**src/plldl_pkg.sv**
```systemverilog
/*
 * Constants shared by the PLL divider chain and lock detector: register offsets,
 * field positions, reset values and timing counts.
 * Assumes a single 10 MHz system clock; slow clock pins are sampled, not used as clocks.
 */
`default_nettype none

package plldl_pkg;
    // System clock rate.
    localparam int CLK_KHZ        = 10000;
    // Lock window as a time, in picoseconds, and as whole clock cycles (floor, at least 1).
    localparam int WIN_PS         = 3700;
    localparam int WIN_CYC_RAW    = (WIN_PS / 1000) * CLK_KHZ / 1000000;
    localparam int WIN_CYC        = (WIN_CYC_RAW < 1) ? 1 : WIN_CYC_RAW;

    // Register byte offsets.
    localparam logic [7:0] OFS_CTRL      = 8'h00;
    localparam logic [7:0] OFS_REF_DIV   = 8'h04;
    localparam logic [7:0] OFS_FB_DIV    = 8'h08;
    localparam logic [7:0] OFS_OUT_DIV0  = 8'h0c;
    localparam logic [7:0] OFS_OUT_DIV1  = 8'h10;
    localparam logic [7:0] OFS_LOCK_CNT  = 8'h14;
    localparam logic [7:0] OFS_STATUS    = 8'h18;
    localparam logic [7:0] OFS_IRQ_STAT  = 8'h1c;
    localparam logic [7:0] OFS_IRQ_MASK  = 8'h20;

    // Field positions.
    localparam int BIT_DOUBLER    = 0;
    localparam int POS_PRESC      = 24;
    localparam int BIT_ST_LOCK    = 0;
    localparam int BIT_ST_CAL     = 1;
    localparam int POS_ST_COUNT   = 16;
    localparam int IRQ_LOCKED     = 0;
    localparam int IRQ_LOST       = 1;
    localparam int IRQ_CAL_DONE   = 2;

    // Field widths.
    localparam int REF_W          = 12;
    localparam int N_W            = 18;
    localparam int OUT_W          = 11;
    localparam int THR_W          = 16;
    localparam int IRQ_W          = 3;

    // Values after reset, and calibration settings.
    localparam logic [REF_W-1:0] RST_REF_DIV  = 12'h001;
    localparam logic [N_W-1:0]   RST_N_DIV    = 18'h00001;
    localparam logic [2:0]       RST_PRESC    = 3'h2;
    localparam logic [OUT_W-1:0] RST_OUT_DIV  = 11'h002;
    localparam logic [THR_W-1:0] RST_LOCK_CNT = 16'h0400;
    localparam logic [N_W-1:0]   CAL_N_DIV    = 18'h00001;
    localparam logic [7:0]       CAL_CYCLES   = 8'h40;

    typedef enum logic [1:0]
    {
        PLLDL_IDLE     = 2'b00,
        PLLDL_WAIT_FB  = 2'b01,
        PLLDL_WAIT_REF = 2'b10
    } plldl_ld_state_t;
endpackage

`default_nettype wire

```
**src/plldl_top.sv**
```systemverilog
/*
 * Integer-N PLL divider chain with digital lock detect, behind a classic Wishbone slave.
 * Assumes reference and VCO feedback arrive as pins slower than clk/2; both are
 * synchronised with two flip-flops and their edges counted in the clk domain.
 */
// Register access over Wishbone and the register addresses were left to the implementer.
`default_nettype none

// What this block does
// - Reference edges count once, or twice when doubled, and R of them make one pd pulse.
// - The reference divider takes 1 to 4095, with 0 treated as 1.
// - The prescaler between VCO and feedback divider divides by 2 to 8.
// - The feedback divider takes 1 to 262143 and the total feedback division is P times N.
// - Each output channel divides the VCO by its own even or odd value up to 2047.
// - A phase detector cycle is good only when both divided edges fall inside the window.
// - Lock is declared only after the programmed number of good cycles.
// - An edge outside the window clears the good-cycle count to zero.
// - Writing the feedback divider register runs a calibration using a separate divide value.
// - Prescaler code 0 divides by 8, codes 1 and 2 by 2, codes 3 to 7 by their value.
module plldl_top
(
    // System.
    input  wire logic                     clk,
    input  wire logic                     reset,
    // Wishbone slave.
    input  wire logic                     wb_cyc_i,
    input  wire logic                     wb_stb_i,
    input  wire logic                     wb_we_i,
    input  wire logic [7:0]               wb_adr_i,
    input  wire logic [3:0]               wb_sel_i,
    input  wire logic [31:0]              wb_dat_i,
    output logic      [31:0]              wb_dat_o,
    output logic                          wb_ack_o,
    // Clock pins.
    input  wire logic                     reference_input,
    input  wire logic                     vco_input,
    output logic      [1:0]               clock_output,
    output logic                          reference_buffered_output,
    // Status.
    output logic                          lock_detect,
    output logic                          cal_busy,
    output logic                          irq
);
    import plldl_pkg::*;

    function automatic logic [3:0] presc_value(input logic [2:0] code);
        if (code == 3'h0)
            presc_value = 4'h8;
        else if (code < 3'h3)
            presc_value = 4'h2;
        else
            presc_value = {1'b0, code};
    endfunction

    function automatic logic [31:0] merge(input logic [31:0] old, input logic [31:0] nw,
                                          input logic [3:0] sel);
        for (int i = 0; i < 4; i++)
            merge[8*i +: 8] = sel[i] ? nw[8*i +: 8] : old[8*i +: 8];
    endfunction

    logic [2:0]        ref_sync_r;
    logic [2:0]        vco_sync_r;
    logic              doubler_r;
    logic [2:0]        presc_r;
    logic [REF_W-1:0]  ref_div_r;
    logic [N_W-1:0]    n_div_r;
    logic [OUT_W-1:0]  out_div_r [2];
    logic [THR_W-1:0]  thr_r;
    logic [IRQ_W-1:0]  irq_stat_r;
    logic [IRQ_W-1:0]  irq_mask_r;
    logic [REF_W-1:0]  ref_cnt_r;
    logic [3:0]        p_cnt_r;
    logic [N_W-1:0]    n_cnt_r;
    logic [OUT_W-1:0]  out_cnt_r [2];
    logic [7:0]        cal_cnt_r;
    logic [THR_W-1:0]  good_cnt_r;
    logic [7:0]        win_r;
    logic              ref_pd_r;
    logic              fb_pd_r;
    plldl_ld_state_t   ld_st_r;
    plldl_ld_state_t   ld_st_nxt;
    logic              good_nxt;
    logic              bad_nxt;
    logic              wr_go;
    logic              wr_fb;
    logic              wr_thr;
    logic              ref_ev;
    logic              vco_ev;
    logic              p_ev;
    logic [REF_W-1:0]  ref_lim;
    logic [N_W-1:0]    n_lim;
    logic [IRQ_W-1:0]  irq_ev;
    logic [31:0]       wdat;
    logic [31:0]       rdat;

    // Pin synchronisers; only stages 1 and 2 feed logic.
    always_ff @(posedge clk or posedge reset)
    begin
        if (reset)
        begin
            ref_sync_r <= 3'h0;
            vco_sync_r <= 3'h0;
        end
        else
        begin
            ref_sync_r <= {ref_sync_r[1:0], reference_input};
            vco_sync_r <= {vco_sync_r[1:0], vco_input};
        end
    end

    assign ref_ev = doubler_r ? (ref_sync_r[2] ^ ref_sync_r[1])
                              : (ref_sync_r[1] & ~ref_sync_r[2]);
    assign vco_ev = vco_sync_r[1] & ~vco_sync_r[2];
    assign ref_lim = (ref_div_r == 12'h000) ? 12'h001 : ref_div_r;
    assign n_lim = cal_busy ? CAL_N_DIV
                 : ((n_div_r == 18'h00000) ? 18'h00001 : n_div_r);
    assign p_ev = vco_ev && (p_cnt_r == presc_value(presc_r) - 4'h1);

    // Bus write strobe: a write lands on the edge where the master sees ack.
    assign wr_go = wb_cyc_i && wb_stb_i && wb_we_i && wb_ack_o;
    assign wr_fb = wr_go && (wb_adr_i == OFS_FB_DIV);
    assign wr_thr = wr_go && (wb_adr_i == OFS_LOCK_CNT);

    always_comb
    begin
        case (wb_adr_i)
            OFS_CTRL:     rdat = {31'h0, doubler_r};
            OFS_REF_DIV:  rdat = {20'h0, ref_div_r};
            OFS_FB_DIV:   rdat = {5'h0, presc_r, 6'h0, n_div_r};
            OFS_OUT_DIV0: rdat = {21'h0, out_div_r[0]};
            OFS_OUT_DIV1: rdat = {21'h0, out_div_r[1]};
            OFS_LOCK_CNT: rdat = {16'h0, thr_r};
            OFS_STATUS:   rdat = {good_cnt_r, 14'h0, cal_busy, lock_detect};
            OFS_IRQ_STAT: rdat = {29'h0, irq_stat_r};
            OFS_IRQ_MASK: rdat = {29'h0, irq_mask_r};
            default:      rdat = 32'h0;
        endcase
        wdat = merge(rdat, wb_dat_i, wb_sel_i);
    end

    // Wishbone answer: ack one cycle after the request, dropped the cycle after.
    always_ff @(posedge clk or posedge reset)
    begin
        if (reset)
        begin
            wb_ack_o <= 1'b0;
            wb_dat_o <= 32'h0;
        end
        else
        begin
            wb_ack_o <= wb_cyc_i && wb_stb_i && !wb_ack_o;
            wb_dat_o <= rdat;
        end
    end

    // Configuration registers.
    always_ff @(posedge clk or posedge reset)
    begin
        if (reset)
        begin
            doubler_r    <= 1'b0;
            ref_div_r    <= RST_REF_DIV;
            n_div_r      <= RST_N_DIV;
            presc_r      <= RST_PRESC;
            out_div_r[0] <= RST_OUT_DIV;
            out_div_r[1] <= RST_OUT_DIV;
            thr_r        <= RST_LOCK_CNT;
            irq_mask_r   <= 3'h0;
        end
        else if (wr_go)
        begin
            case (wb_adr_i)
                OFS_CTRL:     doubler_r <= wdat[BIT_DOUBLER];
                OFS_REF_DIV:  ref_div_r <= wdat[REF_W-1:0];
                OFS_FB_DIV:
                begin
                    n_div_r <= wdat[N_W-1:0];
                    presc_r <= wdat[POS_PRESC +: 3];
                end
                OFS_OUT_DIV0: out_div_r[0] <= wdat[OUT_W-1:0];
                OFS_OUT_DIV1: out_div_r[1] <= wdat[OUT_W-1:0];
                OFS_LOCK_CNT: thr_r <= wdat[THR_W-1:0];
                OFS_IRQ_MASK: irq_mask_r <= wdat[IRQ_W-1:0];
                default:      ;
            endcase
        end
    end

    // Reference and feedback dividers, producing one phase detector pulse per period.
    always_ff @(posedge clk or posedge reset)
    begin
        if (reset)
        begin
            ref_cnt_r <= 12'h000;
            p_cnt_r   <= 4'h0;
            n_cnt_r   <= 18'h00000;
            ref_pd_r  <= 1'b0;
            fb_pd_r   <= 1'b0;
        end
        else
        begin
            ref_pd_r <= 1'b0;
            fb_pd_r  <= 1'b0;
            if (ref_ev)
            begin
                if (ref_cnt_r >= ref_lim - 12'h001)
                begin
                    ref_cnt_r <= 12'h000;
                    ref_pd_r  <= 1'b1;
                end
                else
                    ref_cnt_r <= ref_cnt_r + 12'h001;
            end
            if (vco_ev)
                p_cnt_r <= p_ev ? 4'h0 : p_cnt_r + 4'h1;
            // A shrinking divider cannot strand the count above its limit.
            if (p_ev)
            begin
                if (n_cnt_r >= n_lim - 18'h00001)
                begin
                    n_cnt_r <= 18'h00000;
                    fb_pd_r <= 1'b1;
                end
                else
                    n_cnt_r <= n_cnt_r + 18'h00001;
            end
        end
    end

    // Output channel dividers; high for the first half of each period of D VCO edges.
    always_ff @(posedge clk or posedge reset)
    begin
        if (reset)
        begin
            out_cnt_r[0]              <= 11'h000;
            out_cnt_r[1]              <= 11'h000;
            clock_output              <= 2'h0;
            reference_buffered_output <= 1'b0;
        end
        else
        begin
            reference_buffered_output <= ref_sync_r[1];
            for (int c = 0; c < 2; c++)
            begin
                if (out_div_r[c] <= 11'h001)
                    clock_output[c] <= vco_sync_r[1];
                else if (vco_ev)
                begin
                    if (out_cnt_r[c] >= out_div_r[c] - 11'h001)
                        out_cnt_r[c] <= 11'h000;
                    else
                        out_cnt_r[c] <= out_cnt_r[c] + 11'h001;
                    clock_output[c] <= (out_cnt_r[c] < (out_div_r[c] >> 1));
                end
            end
        end
    end

    // Window check between reference and feedback phase detector pulses.
    always_comb
    begin
        ld_st_nxt = ld_st_r;
        good_nxt  = 1'b0;
        bad_nxt   = 1'b0;
        case (ld_st_r)
            PLLDL_IDLE:
            begin
                if (ref_pd_r && fb_pd_r)
                    good_nxt = 1'b1;
                else if (ref_pd_r)
                    ld_st_nxt = PLLDL_WAIT_FB;
                else if (fb_pd_r)
                    ld_st_nxt = PLLDL_WAIT_REF;
            end
            PLLDL_WAIT_FB:
            begin
                good_nxt  = fb_pd_r;
                bad_nxt   = !fb_pd_r && (ref_pd_r || win_r >= 8'(WIN_CYC));
                ld_st_nxt = ref_pd_r ? PLLDL_WAIT_FB
                          : ((fb_pd_r || bad_nxt) ? PLLDL_IDLE : PLLDL_WAIT_FB);
            end
            PLLDL_WAIT_REF:
            begin
                good_nxt  = ref_pd_r;
                bad_nxt   = !ref_pd_r && (fb_pd_r || win_r >= 8'(WIN_CYC));
                ld_st_nxt = fb_pd_r ? PLLDL_WAIT_REF
                          : ((ref_pd_r || bad_nxt) ? PLLDL_IDLE : PLLDL_WAIT_REF);
            end
            default:
                ld_st_nxt = PLLDL_IDLE;
        endcase
    end

    always_ff @(posedge clk or posedge reset)
    begin
        if (reset)
        begin
            ld_st_r <= PLLDL_IDLE;
            win_r   <= 8'h00;
        end
        else
        begin
            ld_st_r <= ld_st_nxt;
            win_r   <= (ld_st_nxt != ld_st_r || good_nxt || bad_nxt) ? 8'h00 : win_r + 8'h01;
        end
    end

    // Good-cycle count and lock flag; a calibration run also counts as loss of lock.
    always_ff @(posedge clk or posedge reset)
    begin
        if (reset)
        begin
            good_cnt_r  <= 16'h0000;
            lock_detect <= 1'b0;
        end
        else if (wr_thr || bad_nxt || cal_busy)
        begin
            good_cnt_r  <= 16'h0000;
            lock_detect <= 1'b0;
        end
        else if (good_nxt)
        begin
            if (good_cnt_r < thr_r)
                good_cnt_r <= good_cnt_r + 16'h0001;
            lock_detect <= (good_cnt_r + 17'h00001 >= {1'b0, thr_r});
        end
    end

    // Calibration: runs CAL_CYCLES feedback periods on the calibration divider.
    always_ff @(posedge clk or posedge reset)
    begin
        if (reset)
        begin
            cal_busy  <= 1'b0;
            cal_cnt_r <= 8'h00;
        end
        else if (wr_fb)
        begin
            cal_busy  <= 1'b1;
            cal_cnt_r <= 8'h00;
        end
        else if (cal_busy && fb_pd_r)
        begin
            cal_cnt_r <= cal_cnt_r + 8'h01;
            if (cal_cnt_r == CAL_CYCLES - 8'h01)
                cal_busy <= 1'b0;
        end
    end

    assign irq_ev[IRQ_LOCKED]   = good_nxt && !lock_detect && !wr_thr && !cal_busy
                                  && (good_cnt_r + 17'h00001 >= {1'b0, thr_r});
    assign irq_ev[IRQ_LOST]     = lock_detect && (bad_nxt || wr_thr || cal_busy);
    assign irq_ev[IRQ_CAL_DONE] = cal_busy && fb_pd_r && !wr_fb
                                  && (cal_cnt_r == CAL_CYCLES - 8'h01);

    // Sticky status: a new event wins over a write-one-to-clear in the same cycle.
    always_ff @(posedge clk or posedge reset)
    begin
        if (reset)
        begin
            irq_stat_r <= 3'h0;
            irq        <= 1'b0;
        end
        else
        begin
            irq_stat_r <= (irq_stat_r & ~((wr_go && wb_adr_i == OFS_IRQ_STAT)
                          ? wdat[IRQ_W-1:0] : 3'h0)) | irq_ev;
            irq        <= |(irq_stat_r & irq_mask_r);
        end
    end
endmodule

`default_nettype wire
```
**config.mk**
```make
export PLATFORM = sky130hd
export DESIGN_NAME = plldl_top
export DESIGN_NICKNAME = d
export VERILOG_FILES = /design/src/plldl_pkg.sv /design/src/plldl_top.sv
export SDC_FILE = /design/constraint.sdc
export NUM_CORES = 1
export LEC_CHECK = 0
export BUFFER_PORTS_ARGS = -buffer_cell sky130_fd_sc_hd__buf_2
export CORE_UTILIZATION = 39
export CTS_BUF_LIST = sky130_fd_sc_hd__clkbuf_8 sky130_fd_sc_hd__clkbuf_16
export DETAILED_ROUTE_END_ITERATION = 16
export HOLD_SLACK_MARGIN = 0.06
export SLEW_MARGIN = 15
export SYNTH_ARGS = -nofsm -noshare
export SYNTH_HDL_FRONTEND = slang
export SYNTH_SLANG_ARGS = --single-unit
```
**constraint.sdc**
```tcl
create_clock -name clk -period 21.6 [get_ports clk]
set_input_delay 3.24 -clock clk [delete_from_list [all_inputs] [get_ports clk]]
set_output_delay 3.24 -clock clk [all_outputs]
set_load 0.01 [all_outputs]
```
* After elaboration in Yosys (flattened, before gate mapping)
Index checks and enable logic that the tools add are counted. Widths: inputs -> output; s select.
Word-level totals: bits of input ports 51, output and inout bits 39, register bits after elaboration 215, word-level logic and storage cells 184
Cells by class: muxes and demuxes 47, bitwise logic cells 11, $add $sub $neg 14, reduce and logical (&&, ||, !) cells 57, equality and inequality tests 13, $lt $le $gt $ge 12
Operator list (number):
- $pmux 32 s9 | 1
- $mux 18 | 3
- $mux 16 | 3
- $mux 8 | 5
- $eq 8x5->1 const B | 4
- $mux 12 | 2
- $add 11x1->11 const B | 2
- $ge 11x11->1 | 2
- $le 11x1->1 const B | 2
- $lt 11x10->1 | 2
- $mux 11 | 2
- $reduce_and 2->1 | 11
- $sub 11x1->11 const B | 2
- $logic_and 1x1->1 | 19
- $add 18x1->18 const B | 1
- $ge 18x18->1 | 1
- $logic_not 18->1 | 1
- $sub 18x1->18 const B | 1
- $add 16x1->17 const B | 1
- $ge 17x16->1 | 1
- $mux 1 | 17
- $add 16x1->16 const B | 1
- $add 8x1->8 const B | 2
- $eq 8x4->1 const B | 2
- 34 further kinds | 66

* Logic depth before layout (Yosys ltp)
word-level depth 11, mapped depth 17, mapped depth without buffers 15

* Worst setup path after synthesis
OpenSTA, ideal clock, no wires.
path kind input to register, start point input wb_adr_i[2], end point register n_div_r[2], buffers on the path 3, stages 6, path slack 16710 ps, setup time 125 ps, arrival time 4765 ps, required time 21475 ps, cell sequence buf_2 nor4b_2 and3_1 clkbuf_1 clkbuf_1 mux2_2
On the way: cells in the longest elaborated chain, start to end 3, elaborated cells on any way between the ends 12, those cells by class eq/ne (8); mux (2); reduce/logical (2)
Ends and longest elaborated chain:
- from (decl) | line plldl_top.sv:29 | input wire logic [7:0] wb_adr_i,
- $eq 8x6->1, or another cell as far along | line plldl_top.sv:126 | case (wb_adr_i)
- $pmux 32 s9 | line plldl_top.sv:126
- $mux 8 | line plldl_top.sv:58 | merge[8*i +: 8] = sel[i] ? nw[8*i +: 8] : old[8*i +: 8];
- to (signal assigned) | line plldl_top.sv:177 | n_div_r <= wdat[N_W-1:0];
- to (decl) | line plldl_top.sv:66 | logic [N_W-1:0] n_div_r;
Parallel ways exist; a longest one is shown, timed or not. A chain may end at the register's enable or synchronous reset.

* Worst setup path in the final report
start point input wb_adr_i[2], end point register good_cnt_r[9]
On the way: cells in the longest elaborated chain, start to end 6, elaborated cells on any way between the ends 8, those cells by class eq/ne (1); mux (1); reduce/logical (6)
Ends and longest elaborated chain:
- $eq 8x5->1 (*) | line plldl_top.sv:122 | assign wr_thr = wr_go && (wb_adr_i == OFS_LOCK_CNT);
- $logic_and 1x1->1 (*) | line plldl_top.sv:122
- $logic_or 1x1->1 (*) (2 in series) | line plldl_top.sv:316 | else if (wr_thr || bad_nxt || cal_busy)
- $reduce_bool 2->1 (no line)
- $reduce_and 2->1 (no line)
- to (signal assigned) | line plldl_top.sv:324 | good_cnt_r <= good_cnt_r + 16'h0001;
- to (decl) | line plldl_top.sv:76 | logic [THR_W-1:0] good_cnt_r;
Mark *: on every way between the ends. The rest lies on a longest branch, timed or not.

==> impl_metrics.csv <==
group,metric,value,unit
global_route,grt_use_met3,3.21,%
synth,synth_cell_types,85,
sta,worst_pin_slew,1100,ps
final_layout,drive_gt1_share,13.8,%
cts,clock-sinks,214,
run_status,status,"finished, final reports clean",
cts,clk_latency,530,ps
final_layout,diodes,0,
sta,maxSlewViolCount,0,
synth,ys_warn_count,0,
global_route,grt_pass1_wl,57000,um
setup_path,crit_chain,"buf_2 -> nor4b_2 -> nand2_1 -> nand4_4 -> or2_2 -> mux2i_1",
cts,ctsHoldBuffers,0,
cts,clock_path_buffers,3,
placement,hpwl,26800,um
global_route,antenna_found_initial,0,
final_layout,nets,1696,
drt,via_per_inst,5.59,
floorplanning,ioPinCount,90,
setup_path,cp_top_family,"simple AND/OR/NAND/NOR gates",
setup_path,cp-end-kind,"flop",
synth,yosysSeqAreaShare,38.9,%
setup_path,max_stage_delay,990,ps
setup_path,setup.worst_path.class,"in -> reg",
global_route,grt.met1_usage,27.4,%
drt,via_count,11142,
drt,firstDrtPassIters,6,
sta,hold_viol_final,0,
synth,syn_area_per_cell,9.47,um^2
global_route,grt_pass1_vias,10545,
floorplanning,core_area,34600,um^2
run,cap_violations,0,
setup_path,cp-start-kind,"primary input",
sta,fmaxAchievable,0.170,GHz
synth,netlist_instances,1457,
global_route,global_route.usage.total,19.8,%
power_and_ir_drop,max-vdd-ir-drop,60.2,uV
placement,finalWeightedCongestion,0.860,
drt,wire_per_inst,18.0,um
global_route,grt_start_max_net_pins,83,
synth,synthesis.nets,1633,
min_path,hold_class,"reg -> reg",
final_layout,nFillCells,3278,
placement,dp_cells,1948,
drt,drt_wl_total,35900,um
floorplanning,initial_utilization,39.8,%
drt,drtIter0Drc,637,
cts,cts_buffers,25,
setup_path,worstPathRequired,22000,ps
sta,clock-skew-final,9.42,ps
power_and_ir_drop,leakagePower,7.19,nW
synth,syn_area,13800,um^2
placement,port_buffers,78,
floorplanning,die_x,190,um
setup_path,crit_fanout,28,
cts,cts_max_level,1,
cts,cts_root_buffer,"clkbuf_16",
synth,ys_seq_elements,214,
cts,cts_resized,0,
final_layout,syn2layout_area_growth,12.6,%
cts,cts_post_setup_buffers_inserted,0,
synth,synth_commonest_cells,"208 x dfrtp_1, 151 x nand2_1, 125 x ha_1",
sta,fin_crit,5870,ps
floorplanning,dieArea,36100,um^2
cts,cts.clk_slew.worst_paths,60,ps
global_route,grt-busiest-layer,"met2",
sta,setup_tns,0,ps
setup_path,critPathBufInv,1,
sta,rsz0062_at_grt,"no",
global_route,grt_util_met2,31.5,%
global_route,grt_overflow,0,
drt,ant_nets,0,
setup_path,slowest_stage,"nor4b_2",
final_layout,stdcell_count,1993,
cts,cts_tree,"built",
final_layout,multi_input_area,7980,um^2
synth,synth-edff-count,0,
setup_path,arrival,6270,ps
power_and_ir_drop,powerDensity,64.7,nW/um^2
floorplanning,num_rows,68,
synth,yosys-top-cells-area,"dfrtp_1 38%, ha_1 11%, nand2_1 4.1%, xnor2_1 3.8%, mux2_2 3.7%",
sta,finalSetupViolCount,0,
synth,synth_top_cell_by_area,"dfrtp_1",
setup_path,ff2ff_setup_slack,16800,ps
final_layout,seq_area,5360,um^2
synth,async_flop_share,100,%
drt,drc,0,
synth,synth_ff_type,"dfrtp_1",
sta,maxSlewHeadroom,26.7,%
synth,yosysMostFrequentCell,"dfrtp_1",
sta,fin_hold_ws,349,ps
power_and_ir_drop,fin_total_pwr,1.00,mW
synth,synth_top_area_share,37.7,%
sta,fin_crit_sh,27.2,%
floorplanning,die_h,190,um
through the flow:
stage	worst slack (ps)	area, um^2	util (%)
after floorplan	12520	13800	-
after global placement	15190	14600	42.2
after detailed placement	15240	14600	42.2
after CTS	15800	15500	44.8
after global routing	15420	15500	44.9
final	15730	15500	44.9
logic make-up (layout without fill, tap and decap cells):
kind of cell / count (synthesis) / in the layout / synth area share, %
AO/OA/AOI/OAI: 298 / 298 / 14.7
XOR/XNOR: 90 / 90 / 5.82
adder cells (fa/ha/maj): 125 / 125 / 11.3
buffers and inverters: 121 / 202 / 3.43
flip-flops: 214 / 214 / 38.9
multiplexers: 71 / 71 / 5.56
AND/OR/NAND/NOR: 538 / 538 / 20.3
worst reg2reg max path, delay by kind of cell, from the launching register on:
| kind | cells | cell delay (ps) |
|---|---|---|
| buffers and inverters | 1 | 170 |
| AO/OA/AOI/OAI | 6 | 1460 |
| AND/OR/NAND/NOR | 7 | 1920 |
| adder cells (fa/ha/maj) | 2 | 680 |
| flip-flops | 1 | 430 |
cells in the final DEF (no fill, tap or decap), types with 10 or more instances in the layout:
| cell | count |
|---|---|
| a21o_1 | 16 |
| a21oi_1 | 49 |
| a22o_1 | 18 |
| and3_1 | 40 |
| buf_2 | 78 |
| clkbuf_16 | 25 |
| dfrtp_1 | 208 |
| ha_1 | 125 |
| inv_1 | 70 |
| mux2_2 | 45 |
| mux2i_1 | 26 |
| nand2_1 | 151 |
| nand2b_1 | 13 |
| nand3_1 | 49 |
| nand4_1 | 25 |
| nor2_1 | 102 |
| nor2b_1 | 36 |
| nor3_1 | 22 |
| nor4_1 | 20 |
| o21a_1 | 11 |
| o21ai_0 | 79 |
| o21ai_1 | 13 |
| o31ai_1 | 13 |
| or3_1 | 10 |
| or4_1 | 17 |
| xnor2_1 | 60 |
| xor2_1 | 29 |
power breakdown:
part           leakage (nW)  switching (mW)  internal [mW]
Combinational          3.83          0.0677         0.0418
Sequential             2.90          0.0182          0.417
Clock                 0.460           0.172          0.288
Total                  7.19           0.258          0.747
state kept, by name, indices dropped and copies added (netlist names), 4 cells and up:
| register | count |
|---|---|
| wb_dat_o | 32 |
| out_cnt_r | 22 |
| out_div_r | 22 |
| n_cnt_r | 18 |
| n_div_r | 18 |
| good_cnt_r | 16 |
| thr_r | 16 |
| ref_cnt_r | 12 |
| ref_div_r | 12 |
| cal_cnt_r | 8 |
| win_r | 8 |
| p_cnt_r | 4 |
final timing paths:
check,from,end,cells after the start
min in group asynchronous,reset,vco_sync_r[1],2
max reg2reg,n_div_r[2],n_cnt_r[11],16
max in group asynchronous,reset,out_div_r[7],3
min,ref_sync_r[0],ref_sync_r[1],0
min reg2reg,ref_sync_r[0],ref_sync_r[1],0
max,wb_adr_i[2],good_cnt_r[9],6
final cells by class:
type	instances	area share (%)
Clock buffer	34	4.82
Clock inverter	11	0.983
Inverter	71	1.76
Multi-Input combinational cell	1122	51.3
Sequential cell	214	34.5
Tap cell	455	3.66
Timing Repair Buffer	86	2.90
metal layers:
| metal | vias to the layer above | share of wire [%] |
|---|---|---|
| met5 | - | 0 |
| met4 | 0 | 2.9 |
| met3 | 66 | 4.8 |
| met2 | 262 | 45 |
| met1 | 5390 | 47 |
| li1 | 5424 | - |
Power figures use the tool's default switching activity.
